File: src/include/ccrm_regs.svh
// Register offsets, field positions, reset values and bus codes of the receive monitor
//
// Overview of operation
// - Manual alarm insert bit set forces alarm signal onto downstream data.
// - Loss of signal inserts alarm unless automatic insertion is disabled.
// - Live status shows the unframed all-ones detector level.
// - Live status shows the synchronised loss-of-signal pin level.
// - Any change of the all-ones status sets its change latch.
// - Any change of the loss-of-signal status sets its change latch.
// - All-ones latch with its enable set raises the interrupt.
// - Loss-of-signal latch with its enable set raises the interrupt.
// - While alarm is inserted the downstream data are all ones.
`ifndef CCRM_REGS_SVH
`define CCRM_REGS_SVH

`define CCRM_ADDR_W        8
`define CCRM_CTRL_OFS      8'h20
`define CCRM_LIVE_OFS      8'h24
`define CCRM_LATCH_OFS     8'h28
`define CCRM_IRQ_EN_OFS    8'h2C
`define CCRM_CLEAR_OFS     8'h30

`define CCRM_MANUAL_BIT    12
`define CCRM_AUTO_DIS_BIT  11
`define CCRM_ALL_ONES_BIT  8
`define CCRM_LOSS_BIT      0

`define CCRM_CTRL_MASK     16'h1800
`define CCRM_EVENT_MASK    16'h0101
`define CCRM_CTRL_RST      16'h0000
`define CCRM_LIVE_RST      16'h0000
`define CCRM_LATCH_RST     16'h0000
`define CCRM_IRQ_EN_RST    16'h0000

`define CCRM_RESP_OKAY     2'h0
`define CCRM_RESP_SLVERR   2'h2

`endif
File: src/include/ccrm_pkg.sv
// Types shared by the receive monitor modules
package ccrm_pkg;

  typedef logic [15:0] ccrm_reg_t;

  typedef enum logic [1:0] {
    CCRM_RESP_OKAY   = 2'h0,
    CCRM_RESP_SLVERR = 2'h2
  } ccrm_resp_t;

endpackage

File: src/core/ccrm_sync.sv
// Two-flop synchroniser for the loss-of-signal pin
`timescale 1ns/1ps
`default_nettype none

module ccrm_sync (
  input  wire logic aclk,
  input  wire logic aresetn,
  input  wire logic async_in,
  output var  logic sync_out
);

  logic meta_r;

  always_ff @(posedge aclk)
  begin
    if (!aresetn)
    begin
      meta_r   <= 1'b0;
      sync_out <= 1'b0;
    end
    else
    begin
      meta_r   <= async_in;
      sync_out <= meta_r;
    end
  end

endmodule

`default_nettype wire

File: src/core/ccrm_top.sv
// Receive clear-channel monitor: AXI4-Lite registers, change latches, interrupt, alarm insert
`timescale 1ns/1ps
`default_nettype none
`include "ccrm_regs.svh"

module ccrm_top (
  input  wire logic                      aclk,
  input  wire logic                      aresetn,
  input  wire logic                      s_axi_awvalid,
  output var  logic                      s_axi_awready,
  input  wire logic [`CCRM_ADDR_W-1:0]   s_axi_awaddr,
  input  wire logic                      s_axi_wvalid,
  output var  logic                      s_axi_wready,
  input  wire logic [31:0]               s_axi_wdata,
  input  wire logic [3:0]                s_axi_wstrb,
  output var  logic                      s_axi_bvalid,
  input  wire logic                      s_axi_bready,
  output var  logic [1:0]                s_axi_bresp,
  input  wire logic                      s_axi_arvalid,
  output var  logic                      s_axi_arready,
  input  wire logic [`CCRM_ADDR_W-1:0]   s_axi_araddr,
  output var  logic                      s_axi_rvalid,
  input  wire logic                      s_axi_rready,
  output var  logic [31:0]               s_axi_rdata,
  output var  logic [1:0]                s_axi_rresp,
  input  wire logic                      signal_loss_input_pin,
  input  wire logic                      unframed_all_ones_in,
  input  wire logic                      rx_data_in,
  output var  logic                      rx_data_out,
  output var  logic                      alarm_insert_active,
  output var  logic                      irq
);

  ////////////////////////////////////////////////////////////////////////////
  // Declarations

  logic                    loss_sync;
  ccrm_pkg::ccrm_reg_t     ctrl_r;
  ccrm_pkg::ccrm_reg_t     live_r;
  ccrm_pkg::ccrm_reg_t     live_nxt;
  ccrm_pkg::ccrm_reg_t     latch_r;
  ccrm_pkg::ccrm_reg_t     changed;
  ccrm_pkg::ccrm_reg_t     clear_vec;
  ccrm_pkg::ccrm_reg_t     irq_en_r;
  ccrm_pkg::ccrm_reg_t     wr_val;
  logic [`CCRM_ADDR_W-1:0] aw_addr_r;
  logic [31:0]             w_data_r;
  logic [3:0]              w_strb_r;
  logic                    aw_got_r;
  logic                    aw_got_nxt;
  logic                    w_got_r;
  logic                    w_got_nxt;
  logic                    bvalid_nxt;
  logic                    rvalid_nxt;
  logic                    aw_hs;
  logic                    w_hs;
  logic                    ar_hs;
  logic                    wr_go;
  logic                    wr_ctrl;
  logic                    wr_latch;
  logic                    wr_irq_en;
  logic                    wr_clear;
  logic                    wr_mapped;
  logic                    alarm_nxt;
  logic                    irq_nxt;

  ////////////////////////////////////////////////////////////////////////////
  // Pin synchroniser

  ccrm_sync u_loss_sync (
    .aclk     (aclk),
    .aresetn  (aresetn),
    .async_in (signal_loss_input_pin),
    .sync_out (loss_sync)
  );

  ////////////////////////////////////////////////////////////////////////////
  // Write channel handshake

  assign aw_hs = s_axi_awvalid & s_axi_awready;
  assign w_hs  = s_axi_wvalid & s_axi_wready;
  assign wr_go = aw_got_r & w_got_r & ~s_axi_bvalid;

  always_comb
  begin
    aw_got_nxt = aw_got_r;
    w_got_nxt  = w_got_r;
    bvalid_nxt = s_axi_bvalid;
    if (aw_hs)
    begin
      aw_got_nxt = 1'b1;
    end
    if (w_hs)
    begin
      w_got_nxt = 1'b1;
    end
    if (wr_go)
    begin
      aw_got_nxt = 1'b0;
      w_got_nxt  = 1'b0;
      bvalid_nxt = 1'b1;
    end
    else if (s_axi_bvalid && s_axi_bready)
    begin
      bvalid_nxt = 1'b0;
    end
  end

  always_ff @(posedge aclk)
  begin
    if (!aresetn)
    begin
      aw_got_r      <= 1'b0;
      w_got_r       <= 1'b0;
      s_axi_awready <= 1'b0;
      s_axi_wready  <= 1'b0;
      s_axi_bvalid  <= 1'b0;
    end
    else
    begin
      aw_got_r      <= aw_got_nxt;
      w_got_r       <= w_got_nxt;
      s_axi_awready <= ~aw_got_nxt & ~bvalid_nxt;
      s_axi_wready  <= ~w_got_nxt & ~bvalid_nxt;
      s_axi_bvalid  <= bvalid_nxt;
    end
  end

  always_ff @(posedge aclk)
  begin
    if (!aresetn)
    begin
      aw_addr_r <= '0;
      w_data_r  <= 32'h0000_0000;
      w_strb_r  <= 4'h0;
    end
    else
    begin
      if (aw_hs)
      begin
        aw_addr_r <= s_axi_awaddr;
      end
      if (w_hs)
      begin
        w_data_r <= s_axi_wdata;
        w_strb_r <= s_axi_wstrb;
      end
    end
  end

  ////////////////////////////////////////////////////////////////////////////
  // Write decode

  assign wr_ctrl   = wr_go && (aw_addr_r == `CCRM_CTRL_OFS);
  assign wr_latch  = wr_go && (aw_addr_r == `CCRM_LATCH_OFS);
  assign wr_irq_en = wr_go && (aw_addr_r == `CCRM_IRQ_EN_OFS);
  assign wr_clear  = wr_go && (aw_addr_r == `CCRM_CLEAR_OFS);
  assign wr_mapped = wr_ctrl || wr_latch || wr_irq_en || wr_clear
                     || (aw_addr_r == `CCRM_LIVE_OFS);

  // Only the two low byte lanes carry register bits
  assign wr_val = {w_strb_r[1] ? w_data_r[15:8] : 8'h00,
                   w_strb_r[0] ? w_data_r[7:0]  : 8'h00};

  always_ff @(posedge aclk)
  begin
    if (!aresetn)
    begin
      s_axi_bresp <= `CCRM_RESP_OKAY;
    end
    else if (wr_go)
    begin
      s_axi_bresp <= wr_mapped ? `CCRM_RESP_OKAY : `CCRM_RESP_SLVERR;
    end
  end

  ////////////////////////////////////////////////////////////////////////////
  // Control and enable registers

  always_ff @(posedge aclk)
  begin
    if (!aresetn)
    begin
      ctrl_r <= `CCRM_CTRL_RST;
    end
    else if (wr_ctrl)
    begin
      ctrl_r <= (ctrl_r & ~{{8{w_strb_r[1]}}, {8{w_strb_r[0]}}} | wr_val)
                & `CCRM_CTRL_MASK;
    end
  end

  always_ff @(posedge aclk)
  begin
    if (!aresetn)
    begin
      irq_en_r <= `CCRM_IRQ_EN_RST;
    end
    else if (wr_irq_en)
    begin
      irq_en_r <= (irq_en_r & ~{{8{w_strb_r[1]}}, {8{w_strb_r[0]}}} | wr_val)
                  & `CCRM_EVENT_MASK;
    end
  end

  ////////////////////////////////////////////////////////////////////////////
  // Live status and change latches

  always_comb
  begin
    live_nxt                     = `CCRM_LIVE_RST;
    live_nxt[`CCRM_ALL_ONES_BIT] = unframed_all_ones_in;
    live_nxt[`CCRM_LOSS_BIT]     = loss_sync;
  end

  // Either direction of change counts
  assign changed   = (live_nxt ^ live_r) & `CCRM_EVENT_MASK;
  assign clear_vec = (wr_latch || wr_clear) ? (wr_val & `CCRM_EVENT_MASK) : 16'h0000;

  always_ff @(posedge aclk)
  begin
    if (!aresetn)
    begin
      live_r <= `CCRM_LIVE_RST;
    end
    else
    begin
      live_r <= live_nxt;
    end
  end

  // Set wins over a clear in the same cycle
  always_ff @(posedge aclk)
  begin
    if (!aresetn)
    begin
      latch_r <= `CCRM_LATCH_RST;
    end
    else
    begin
      latch_r <= (latch_r & ~clear_vec) | changed;
    end
  end

  ////////////////////////////////////////////////////////////////////////////
  // Interrupt

  assign irq_nxt = |(latch_r & irq_en_r);

  always_ff @(posedge aclk)
  begin
    if (!aresetn)
    begin
      irq <= 1'b0;
    end
    else
    begin
      irq <= irq_nxt;
    end
  end

  ////////////////////////////////////////////////////////////////////////////
  // Downstream alarm insertion

  assign alarm_nxt = ctrl_r[`CCRM_MANUAL_BIT]
                     | (live_r[`CCRM_LOSS_BIT] & ~ctrl_r[`CCRM_AUTO_DIS_BIT]);

  always_ff @(posedge aclk)
  begin
    if (!aresetn)
    begin
      alarm_insert_active <= 1'b0;
      rx_data_out         <= 1'b0;
    end
    else
    begin
      alarm_insert_active <= alarm_nxt;
      rx_data_out         <= alarm_nxt | rx_data_in;
    end
  end

  ////////////////////////////////////////////////////////////////////////////
  // Read channel

  assign ar_hs = s_axi_arvalid & s_axi_arready;

  always_comb
  begin
    rvalid_nxt = s_axi_rvalid;
    if (ar_hs)
    begin
      rvalid_nxt = 1'b1;
    end
    else if (s_axi_rvalid && s_axi_rready)
    begin
      rvalid_nxt = 1'b0;
    end
  end

  always_ff @(posedge aclk)
  begin
    if (!aresetn)
    begin
      s_axi_rvalid  <= 1'b0;
      s_axi_arready <= 1'b0;
    end
    else
    begin
      s_axi_rvalid  <= rvalid_nxt;
      s_axi_arready <= ~rvalid_nxt;
    end
  end

  always_ff @(posedge aclk)
  begin
    if (!aresetn)
    begin
      s_axi_rdata <= 32'h0000_0000;
      s_axi_rresp <= `CCRM_RESP_OKAY;
    end
    else if (ar_hs)
    begin
      s_axi_rresp <= `CCRM_RESP_OKAY;
      unique case (s_axi_araddr)
        `CCRM_CTRL_OFS:   s_axi_rdata <= {16'h0000, ctrl_r};
        `CCRM_LIVE_OFS:   s_axi_rdata <= {16'h0000, live_r};
        `CCRM_LATCH_OFS:  s_axi_rdata <= {16'h0000, latch_r};
        `CCRM_IRQ_EN_OFS: s_axi_rdata <= {16'h0000, irq_en_r};
        `CCRM_CLEAR_OFS:  s_axi_rdata <= 32'h0000_0000;
        default:
        begin
          s_axi_rdata <= 32'h0000_0000;
          s_axi_rresp <= `CCRM_RESP_SLVERR;
        end
      endcase
    end
  end

  ////////////////////////////////////////////////////////////////////////////
  // Assertions

  AST_MANUAL_INSERT: assert property (
    @(posedge aclk) disable iff (!aresetn)
    ctrl_r[`CCRM_MANUAL_BIT] |=> (alarm_insert_active && rx_data_out))
    else $error("manual alarm insert did not force output");

  AST_AUTO_INSERT: assert property (
    @(posedge aclk) disable iff (!aresetn)
    (live_r[`CCRM_LOSS_BIT] && !ctrl_r[`CCRM_AUTO_DIS_BIT]) |=> alarm_insert_active)
    else $error("loss of signal did not insert alarm");

  AST_NO_INSERT: assert property (
    @(posedge aclk) disable iff (!aresetn)
    (!ctrl_r[`CCRM_MANUAL_BIT] && (!live_r[`CCRM_LOSS_BIT] || ctrl_r[`CCRM_AUTO_DIS_BIT]))
    |=> !alarm_insert_active)
    else $error("alarm inserted without cause");

  AST_ALL_ONES_LIVE: assert property (
    @(posedge aclk) disable iff (!aresetn)
    (unframed_all_ones_in != live_r[`CCRM_ALL_ONES_BIT])
    |=> ($changed(live_r[`CCRM_ALL_ONES_BIT]) && latch_r[`CCRM_ALL_ONES_BIT]))
    else $error("all-ones live status wrong");

  AST_LOSS_LIVE: assert property (
    @(posedge aclk) disable iff (!aresetn)
    signal_loss_input_pin [*3] |=> live_r[`CCRM_LOSS_BIT])
    else $error("loss live status does not follow pin");

  AST_ALL_ONES_LATCH: assert property (
    @(posedge aclk) disable iff (!aresetn)
    $changed(live_r[`CCRM_ALL_ONES_BIT]) |-> latch_r[`CCRM_ALL_ONES_BIT])
    else $error("all-ones change not latched");

  AST_LOSS_LATCH: assert property (
    @(posedge aclk) disable iff (!aresetn)
    $changed(live_r[`CCRM_LOSS_BIT]) |-> latch_r[`CCRM_LOSS_BIT])
    else $error("loss change not latched");

  AST_ALL_ONES_IRQ: assert property (
    @(posedge aclk) disable iff (!aresetn)
    (latch_r[`CCRM_ALL_ONES_BIT] && irq_en_r[`CCRM_ALL_ONES_BIT]) |=> irq)
    else $error("all-ones interrupt missing");

  AST_LOSS_IRQ: assert property (
    @(posedge aclk) disable iff (!aresetn)
    (latch_r[`CCRM_LOSS_BIT] && irq_en_r[`CCRM_LOSS_BIT]) |=> irq)
    else $error("loss interrupt missing");

  AST_IRQ_QUIET: assert property (
    @(posedge aclk) disable iff (!aresetn)
    ((latch_r & irq_en_r) == 16'h0000) |=> !irq)
    else $error("interrupt without enabled latch");

  AST_ALARM_ONES: assert property (
    @(posedge aclk) disable iff (!aresetn)
    alarm_insert_active |-> rx_data_out)
    else $error("alarm active but data not all ones");

  AST_SET_WINS: assert property (
    @(posedge aclk) disable iff (!aresetn)
    ((changed & clear_vec) != 16'h0000) |=> ((latch_r & $past(changed)) == $past(changed)))
    else $error("clear beat a new change");

  AST_LATCH_HOLDS: assert property (
    @(posedge aclk) disable iff (!aresetn)
    (latch_r[`CCRM_ALL_ONES_BIT] && !clear_vec[`CCRM_ALL_ONES_BIT])
    |=> latch_r[`CCRM_ALL_ONES_BIT])
    else $error("latch dropped without clear");

endmodule

`default_nettype wire

File: config.mk
export PLATFORM = sky130hd
export DESIGN_NAME = ccrm_top
export DESIGN_NICKNAME = d
export VERILOG_FILES = /design/src/include/ccrm_pkg.sv /design/src/core/ccrm_sync.sv /design/src/core/ccrm_top.sv
export VERILOG_INCLUDE_DIRS = /design/src /design/src/include
export SDC_FILE = /design/constraint.sdc
export NUM_CORES = 1
export LEC_CHECK = 0
export ABC_AREA = 1
export ABC_CLOCK_PERIOD_IN_PS = 1900
export BUFFER_PORTS_ARGS = -buffer_cell sky130_fd_sc_hd__buf_2
export CAP_MARGIN = 20
export CORE_MARGIN = 4
export CORE_UTILIZATION = 25
export CTS_BUF_LIST = sky130_fd_sc_hd__clkbuf_4
export CTS_CLUSTER_DIAMETER = 30
export DETAILED_ROUTE_END_ITERATION = 6
export GPL_ROUTABILITY_DRIVEN = 0
export SYNTH_ARGS = -nofsm -noshare
export SYNTH_HDL_FRONTEND = slang
export SYNTH_SLANG_ARGS = --single-unit
File: constraint.sdc
create_clock -name aclk -period 1.9 [get_ports aclk]
set_clock_uncertainty 0.15 [all_clocks]
set_input_delay 0.38 -clock aclk [delete_from_list [all_inputs] [get_ports aclk]]
set_output_delay 0.38 -clock aclk [all_outputs]
set_load 0.05 [all_outputs]
Yosys cells after proc, flatten, opt, wreduce, memory -nomap -nowiden
Index checks and enable logic that the tools add are counted.
- RAM bits: 0
- output and inout port bits: 44
- register bits: 93
- memories: 0
- ROM bits: 0
- latch bits: 0
- input bits: 62
- word-level logic and storage cells: 85
- add/subtract/negate cells: 0
- divide/modulo/power cells: 0
- bitwise operators: 26
- $mul: 0
- shift-type cells: 0
- reduce and logical (&&, ||, !) cells: 13
- magnitude comparators: 0
- equality and inequality tests: 10
- mux-type cells: 14
- operators by type and width (operator ; count):
    $eq A8 B6 Y1 const B ; 10
    $pmux W16 S4 ; 1
    $and A16 B16 Y16 ; 1
    $and A16 B9 Y16 ; 1
    $not A9 Y16 ; 1
    $or A16 B9 Y16 ; 1
    $reduce_or A16 Y1 ; 1
    $and A13 B13 Y13 ; 1
    $not A13 Y13 ; 1
    $or A13 B13 Y13 ; 1
    $and A9 B9 Y9 ; 1
    $mux W9 ; 1
    $or A9 B9 Y9 ; 1
    $xor A9 B9 Y9 ; 1
    $and A1 B1 Y1 ; 8
    $mux W1 ; 8
    $mux W8 ; 1
    $logic_and A1 B1 Y1 ; 6
    $not A1 Y1 ; 6
    $logic_or A1 B1 Y1 ; 5
    $mux W5 ; 1
    $reduce_or A5 Y1 ; 1
    $mux W2 ; 2
    $or A1 B1 Y1 ; 2

Depth between registers and ports, before layout
Gate-level depths: netlist (run 1).
- word-level depth: 8
- depth in mapped cells: 8
- depth with buffers taken out: 8

Hierarchy
From an unflattened synthesis (run 1), not the netlist that was laid out.
- cell total of the unflattened synthesis: 255
- area, all modules: 1880.6 um^2
- modules (own cells, without submodules) (module ; area an instance (um^2) ; cells an instance ; sequential area each (um^2) ; times used):
    ccrm_top ; 1825.5 ; 249 ; 760.7 ; 1
    ccrm_sync ; 55.1 ; 6 ; 40.0 ; 1

Least setup slack after synthesis (run 1)
OpenSTA, ideal clock, no wires.
- kind: register to register
- from: reg s_axi_bvalid
- to: reg latch_r[0]
- clock period less this slack: 1463 ps
- buffers on the path: 0
- stages on the path, launching flop included: 9
- library setup time: 71 ps
- slack: 437 ps
- data arrival time: 1243 ps
- data required time: 1679 ps
- cell sequence: dfxtp_1 -> inv_1 -> nand3_2 -> inv_2 -> nand3_1 -> nand2_1 -> nand2_1 -> nand2_1 -> a21oi_1
- cells in the longest elaborated chain, start to end: 8
- elaborated cells on any way between the ends: 9
- classes of those cells: mux: 1; bitwise: 5; reduce/logical: 3
- RTL lines (what ; RTL line ; RTL):
    start: declaration ; ccrm_top.sv:16 ; output var logic s_axi_bvalid,
    start signal: assignment ; ccrm_top.sv:125 ; s_axi_bvalid <= bvalid_nxt;
    $not A1 Y1 (*) ; ccrm_top.sv:82 ; assign wr_go = aw_got_r & w_got_r & ~s_axi_bvalid;
    $and A1 B1 Y1 (*) ; ccrm_top.sv:82 ;
    $logic_and A1 B1 Y1 (on tied branches) ; ccrm_top.sv:155, ccrm_top.sv:157 ;
    $logic_or A1 B1 Y1 (*) ; ccrm_top.sv:218 ; assign clear_vec = (wr_latch || wr_clear) ? (wr_val & `CCRM_EVENT_MASK) : 16'h0000;
    $mux W9 (*) ; ccrm_top.sv:218 ;
    $not A9 Y16 (*) ; ccrm_top.sv:241 ; latch_r <= (latch_r & ~clear_vec) | changed;
    $and A16 B16 Y16 (*) ; ccrm_top.sv:241 ;
    $or A16 B9 Y16 (*) ; ccrm_top.sv:241 ;
    end signal: assignment ; ccrm_top.sv:237 ; latch_r <= `CCRM_LATCH_RST;
    end signal: assignment ; ccrm_top.sv:241 ;
    end: declaration ; ccrm_top.sv:41 ; ccrm_pkg::ccrm_reg_t latch_r;
Every way passes the cells marked *; elsewhere a longest branch is shown, timed or not.
A chain may end at the register's enable or synchronous reset.

Worst setup path in the final report (run 1)
- from: reg s_axi_rresp[1]
- to: out s_axi_rresp[1]
- RTL lines (what ; RTL line ; RTL):
    start: declaration ; ccrm_top.sv:25 ; output var logic [1:0] s_axi_rresp,
    start signal: assignment ; ccrm_top.sv:319 ; s_axi_rresp <= `CCRM_RESP_OKAY;
    start signal: assignment ; ccrm_top.sv:323 ; s_axi_rresp <= `CCRM_RESP_OKAY;
    start signal: assignment ; ccrm_top.sv:333 ; s_axi_rresp <= `CCRM_RESP_SLVERR;
No word-level cell between the ends.

==> metrics, run 1 <==
routed len/inst=9.25 um; Crit. End Element=primary output; Final ANT Viol Nets=0; worst-path cell chain=buf_2; number of global-route vias before repair=1407; DRT Wirelength=3.72 mm; PwrDens=843 mW/mm2; core area=0.00729 mm2; Initial DRC Count=34; Global Route Usage Sum=8.66%; Ant. Diodes=0; Fmax achieved=0.670 GHz; Worst R2R Start=w_got_r$_SDFF_PN0_; P_leak=1.06 nW; die area=0.00896 mm2; Hold Startpoint=signal_loss_input_pin; Syn Area/Cell=7.36 um2; Crit path buffers/inverters=1; htree depth=2; post-synthesis cell count=255; Clock Latency Late Sink=0.34 ns; drt pass-1 iters=4; CP max stage delay=0.36 ns; Crit path arrival time=0.96 ns; synth top area cells=dfxtp_1, buf_4, nand2_1; Starting Density=25.8%; type of the worst min-delay path=in -> reg; share of post-route cells with drive strength above 1=21.8%; fin crit period=1.49 ns; GRT Residual Overflow=0; status=complete, no violations; CTS Buf Count=5; Die Span Y=94.7 um; CP max FO=2; cell row count=31; Yosys cell types=26; first-pass GRT wire length=6.07 mm; register area share after synthesis=42.6%; Ys Warns=0; storage element area=801 um2; commonest non-fill, non-tap cell in the layout=buf_2; pin count of the biggest net entering global routing=30; cts repair resizes=0; area of the multi-input gates=811 um2; Final setup viols=0; synthesized cell area=0.00188 mm2; critical path's slowest cell=dfxtp_1; peak supply drop=0.000363 V; area post-placement=0.00210 mm2; vias after detailed routing=1558; asr flop ratio synth=0%; Final Max Slew Viols=0; dpl hpwl=2.94 mm; Post-route DRC=0; Die X=94.7 um; TritonCTS clock tree=done; most frequent cells in the layout=buf_2, dfxtp_1, nand2_1; RSZ-0062 raised after global routing=no; Setup Fix Bufs, Post-CTS=0; Area Overhead vs Synth=15.9%; CP top delay family=flip-flops; Via-to-Cell Ratio=3.88; initial antenna violation count=0; #FFs+latches synth=40; Port Buffers=45; Fillers=829; R2R depth=5; crit path kind=reg -> out; Yosys top cell by area=dfxtp_1; clock root buffer=clkbuf_4; clock sink count=40; final instance area=0.00218 mm2; ys flop type=dfxtp_1; top-area cell type share of the netlist area=42.6%; post-route clock period utilization=78.5%; Post-CTS Hold Fix Bufs=0; Hold EP=u_loss_sync.meta_r$_SDFF_PN0_; Worst EP required=1.37 ns; CP Launch Type=register; Max clock buf depth=2; Nets=364; Post-synth EDFFs=0; Max Cap Viol=0; Clock transition at path regs=0.12 ns; reg2reg setup slack=0.56 ns; Final Hold Fails=0; Setup TNS Final=0 ns; hold depth=3; I/O pin cnt=106
[worst max path at each step]
stage | from | end | slack [ns] | cells after the start
2_1_floorplan | s_axi_bvalid$_SDFF_PN0_ | latch_r[0]$_SDFF_PN0_ | 0.44 | 8
3_3_place_gp | s_axi_awvalid | aw_got_r$_SDFF_PN0_ | 0.47 | 5
3_5_place_dp | s_axi_awvalid | aw_got_r$_SDFF_PN0_ | 0.47 | 5
4_1_cts | s_axi_bresp[1]$_SDFFE_PN0P_ | s_axi_bresp[1] | 0.37 | 1
5_1_grt | s_axi_rresp[1]$_SDFFE_PN0P_ | s_axi_rresp[1] | 0.33 | 1
6_report | s_axi_rresp[1]$_SDFFE_PN0P_ | s_axi_rresp[1] | 0.41 | 1
[Yosys cell counts, types with 2 or more instances]
cell      instances
a21oi_1          20
buf_2             3
buf_4            30
clkbuf_1          2
dfxtp_1          40
inv_1            30
inv_2             3
nand2_1          38
nand2_2           2
nand3_1          16
nor2_1           30
nor2_4            3
nor3_1            2
o211ai_1          2
o21ai_0          20
o21ai_1           3
xnor2_1           2
[report_power, final]
group          leakage (nW)  switching, mW  internal, mW  total (mW)
sequential            0.328         0.0297         0.887       0.917
clock                0.0428          0.281         0.275       0.556
combinational         0.691          0.284        0.0766       0.361
[registers in the layout, indices dropped and copies added, names as in the netlist, named ones only]
name	cells
aw_addr_r	8
s_axi_rdata	4
w_data_r	4
latch_r	2
live_r	2
w_strb_r	2
alarm_insert_active	1
aw_got_r	1
irq	1
rx_data_out	1
s_axi_arready	1
s_axi_awready	1
s_axi_bresp	1
s_axi_bvalid	1
s_axi_rresp	1
s_axi_rvalid	1
s_axi_wready	1
u_loss_sync.meta_r	1
u_loss_sync.sync_out	1
w_got_r	1
[per-layer routing]
layer  up-vias  GRT usage [%]  routed length, um
met5         -              0                  0
met4         0           2.88                 23
met3         2           2.95                306
met2        52           14.0               1640
met1       661           10.7               1750
li1        843              -                  -
[stage by stage]
step / worst slack, ns / util (%) / power, mW / hold slack, ns / cells
final: 0.408 / 29.8 / 1.83 / 0.0642 / 402
after global routing: 0.335 / 29.8 / 1.94 / 0.0555 / 402
after CTS: 0.371 / 29.8 / 1.86 / 0.0465 / 402
after detailed placement: 0.475 / 28.7 / 1.30 / 0.257 / 394
after global placement: 0.472 / 28.7 / 1.29 / 0.254 / 394
after floorplan: 0.437 / - / 1.27 / 0.240 / 284
[layout make-up]
cell class | count | share of cell area [%]
timing repair buffer | 46 | 10.7
multi-input combinational | 175 | 37.3
inverter | 34 | 5.87
sequential | 40 | 36.8
tap | 99 | 5.69
clock inverter | 3 | 1.96
clock buffer | 5 | 1.73
[logic make-up after synthesis]
group                  Yosys count  share of synthesized area, %
AO/OA/AOI/OAI                   46                          12.7
other                            1                         0.200
AND/OR/NAND/NOR                 97                          23.5
buffers and inverters           69                          20.0
flip-flops                      40                          42.6
XOR/XNOR                         2                         0.933
No activity file was read; power rests on OpenSTA's default activity.
==> inputs of run 2 (changes only) <==
--- a/config.mk
+++ b/config.mk
@@ -6,8 +6,8 @@
 export SDC_FILE = /design/constraint.sdc
 export NUM_CORES = 1
 export LEC_CHECK = 0
-export ABC_AREA = 1
-export ABC_CLOCK_PERIOD_IN_PS = 1900
+export ABC_AREA = 0
+export ABC_CLOCK_PERIOD_IN_PS = 1200
 export BUFFER_PORTS_ARGS = -buffer_cell sky130_fd_sc_hd__buf_2
 export CAP_MARGIN = 20
 export CORE_MARGIN = 4
==> constraint.sdc (replaced) <==
create_clock -name aclk -period 1.2 [get_ports aclk]
set_clock_uncertainty 0.15 [all_clocks]
set_input_delay 0.24 -clock aclk [delete_from_list [all_inputs] [get_ports aclk]]
set_output_delay 0.24 -clock aclk [all_outputs]
set_load 0.05 [all_outputs]
==> metrics, run 2 <==
status=finished, violations left; failing checks=negative setup slack; post-synthesis cell count=208 (-18%); Starting Density=26.1% (+0.33 points); worst-path cell chain=or4_4 -> nor3_4 -> mux2i_1; Clock Latency Late Sink=0.34 ns (about the same); peak supply drop=0.000423 V (+17%); Ys Warns=0 (unchanged); reg2reg setup slack=-0.26 ns (-0.82 ns); Ant. Diodes=0 (unchanged); Setup TNS Final=-1.93 ns (-1.93 ns); Initial DRC Count=55 (+62%); Global Route Usage Sum=9.42% (+0.77 points); Switching Power=0.913 mW (+54%); share of post-route cells with drive strength above 1=34.9% (+13 points); Yosys top cell by area=dfxtp_1; asr flop ratio synth=0% (unchanged); type of the worst min-delay path=in -> reg; Sw Share=30.4% (-2.0 points); pin count of the biggest net entering global routing=24 (-20%); Worst EP required=1.33 ns (-0.04 ns); drt pass-1 iters=4 (unchanged); fin crit period=1.46 ns; hold depth=2 (-1); CP Launch Type=register; Port Buffers=45 (unchanged); critical path's slowest cell=or4_4; max reg flops=8 (unchanged); cell row count=30 (-3.2%); Area Overhead vs Synth=46.2%; initial antenna violation count=0 (unchanged); first-pass GRT wire length=6.51 mm (+7.3%); post-route clock period utilization=121%; I/O pin cnt=106 (unchanged); clock root buffer=clkbuf_4; Max clock buf depth=2 (unchanged); most frequent cells after synthesis=dfxtp_1, nand2_1, buf_4; vias after detailed routing=1584 (+1.7%); synthesized cell area=0.00180 mm2 (-4.1%); CP max stage delay=0.57 ns (+0.21 ns); register area share after synthesis=44.4% (+1.8 points); GRT Residual Overflow=0 (unchanged); top-area cell type share of the netlist area=44.4% (+1.8 points); synth top area cells=dfxtp_1, buf_4, nand2_1; Clock transition at path regs=0.12 ns (about the same); CP max FO=2 (unchanged); Final Max Slew Viols=0 (unchanged); Worst R2R Start=aw_addr_r[7]$_SDFFE_PN0P_; Post-route DRC=0 (unchanged); Nets=350 (-3.8%); R2R depth=3 (-2); most common cell in the synthesized netlist=dfxtp_1; dpl hpwl=3.09 mm (+5.4%); Die X=92.9 um (-1.9%); Fmax achieved=0.687 GHz; combinational share of power=22.5% (+2.8 points); Via-to-Cell Ratio=4.11 (+6.2%); crit path kind=reg -> reg; Crit path arrival time=1.58 ns (+0.62 ns); Yosys cell types=32 (+23%); Reg power frac=47.8% (-2.2 points); Syn Area/Cell=8.66 um2 (+18%); P_leak=1.13 nW (+6.6%); Final ANT Viol Nets=0 (unchanged); CTS Buf Count=5 (unchanged); share of the core filled with cells=38.1% (+8.3 points); routed len/inst=10.9 um (+17%); post-route setup slack=-0.255 ns (-0.663 ns); most frequent cells in the layout=nand2_1, buf_2, conb_1; clock group share of total power=29.8% (-0.5 points); number of global-route vias before repair=1477 (+5.0%); RSZ-0062 raised after global routing=yes; commonest non-fill, non-tap cell in the layout=nand2_1; Die Span Y=92.9 um (-1.9%); Pint=2.09 mW (+69%); die area=0.00863 mm2 (-3.7%); Final setup viols=21 (+21); Max Cap Viol=0 (unchanged); Final Hold Fails=0 (unchanged); Post-synth EDFFs=0 (unchanged); core area=0.00691 mm2 (-5.3%); TritonCTS clock tree=done; clock sink count=40 (unchanged); ys flop type=dfxtp_1; DRT Wirelength=4.18 mm (+12%); #FFs+latches synth=40 (unchanged); PwrDens=1140 mW/mm2 (+35%); largest register by flop count=aw_addr_r; Crit. End Element=register; Largest regs=aw_addr_r: 8 flops, s_axi_rdata: 4 flops, w_data_r: 4 flops; Crit. Startpoint=aw_addr_r[7]$_SDFFE_PN0P_; htree depth=2 (unchanged); WHS=0.0151 ns (-0.0491 ns)
[run 2: critical path: cells and delay by family, from the launching register on]
family,cells,cell delay (ns)
flip-flops,1,0.34
AND/OR/NAND/NOR,2,0.71
multiplexers,1,0.19
[run 2: power by group through the flow]
stage	clock (mW)	combinational (mW)	sequential, mW
finish	0.893	0.674	1.43
global route	0.975	0.723	1.44
CTS	0.927	0.659	1.43
detailed placement	0	0.572	1.46
global placement	0	0.568	1.46
floorplan	0	0.435	1.51
[run 2: cells by family (layout without fill, tap and decap cells)]
logic type	after synthesis	after routing	synth area share, %
AOI/OAI and AO/OA	34	34	10.9
xor gates and xnor gates	3	3	1.46
buffers and inverters	41	93	14.8
DFF	40	40	44.4
muxes	6	6	3.47
other	1	30	0.208
and+or+nand+nor	83	83	24.7
[run 2: layer usage]
metal  up-vias  wire length [um]  track usage (%)  part of all wire (%)
met1       711              1810             11.4                    43
met2        54              2020             15.7                    48
met5         -                 0                0                     0
met4         0                61             3.66                   1.5
li1        811                 -                -                     -
met3         8               288             2.84                   6.9
[run 2: layout make-up]
cell class / count / area (um2)
Clock buffer: 6 / 45.0
Clock inverter: 2 / 35.0
Fill cell: 723 / 4270
Inverter: 4 / 15.0
Multi-Input combinational cell: 156 / 906
Sequential cell: 40 / 828
Tap cell: 96 / 120
Timing Repair Buffer: 81 / 684
[run 2: worst min path at each step]
stage / endpoint / startpoint / slack (ns)
after global placement: u_loss_sync.sync_out$_SDFF_PN0_ / u_loss_sync.meta_r$_SDFF_PN0_ / 0.27
after global routing: rx_data_out$_SDFF_PN0_ / aresetn / 0.02
final: rx_data_out$_SDFF_PN0_ / aresetn / 0.02
after detailed placement: u_loss_sync.sync_out$_SDFF_PN0_ / u_loss_sync.meta_r$_SDFF_PN0_ / 0.27
after CTS: rx_data_out$_SDFF_PN0_ / aresetn / 0.007
after floorplan: rx_data_out$_SDFF_PN0_ / rx_data_in / 0.20
[run 2: timing repair]
action | in CTS | in global routing
setup buffers | 1 | 1
hold buffers | 16 | 0
pin swaps | 0 | 7
setup endpoints to repair | 21 | 27
hold endpoints to repair | 16 | 0
gates resized for setup | 51 | 12
[run 2: per-stage QoR]
stage / cells / instance area (um2) / setup WS (ns) / power [mW]
floorplan: 237 / 1940 / -0.176 / 1.95
global placement: 359 / 2180 / -0.221 / 2.02
detailed placement: 359 / 2180 / -0.223 / 2.03
CTS: 384 / 2580 / -0.253 / 3.02
global route: 385 / 2630 / -0.296 / 3.14
finish: 385 / 2630 / -0.255 / 3.00
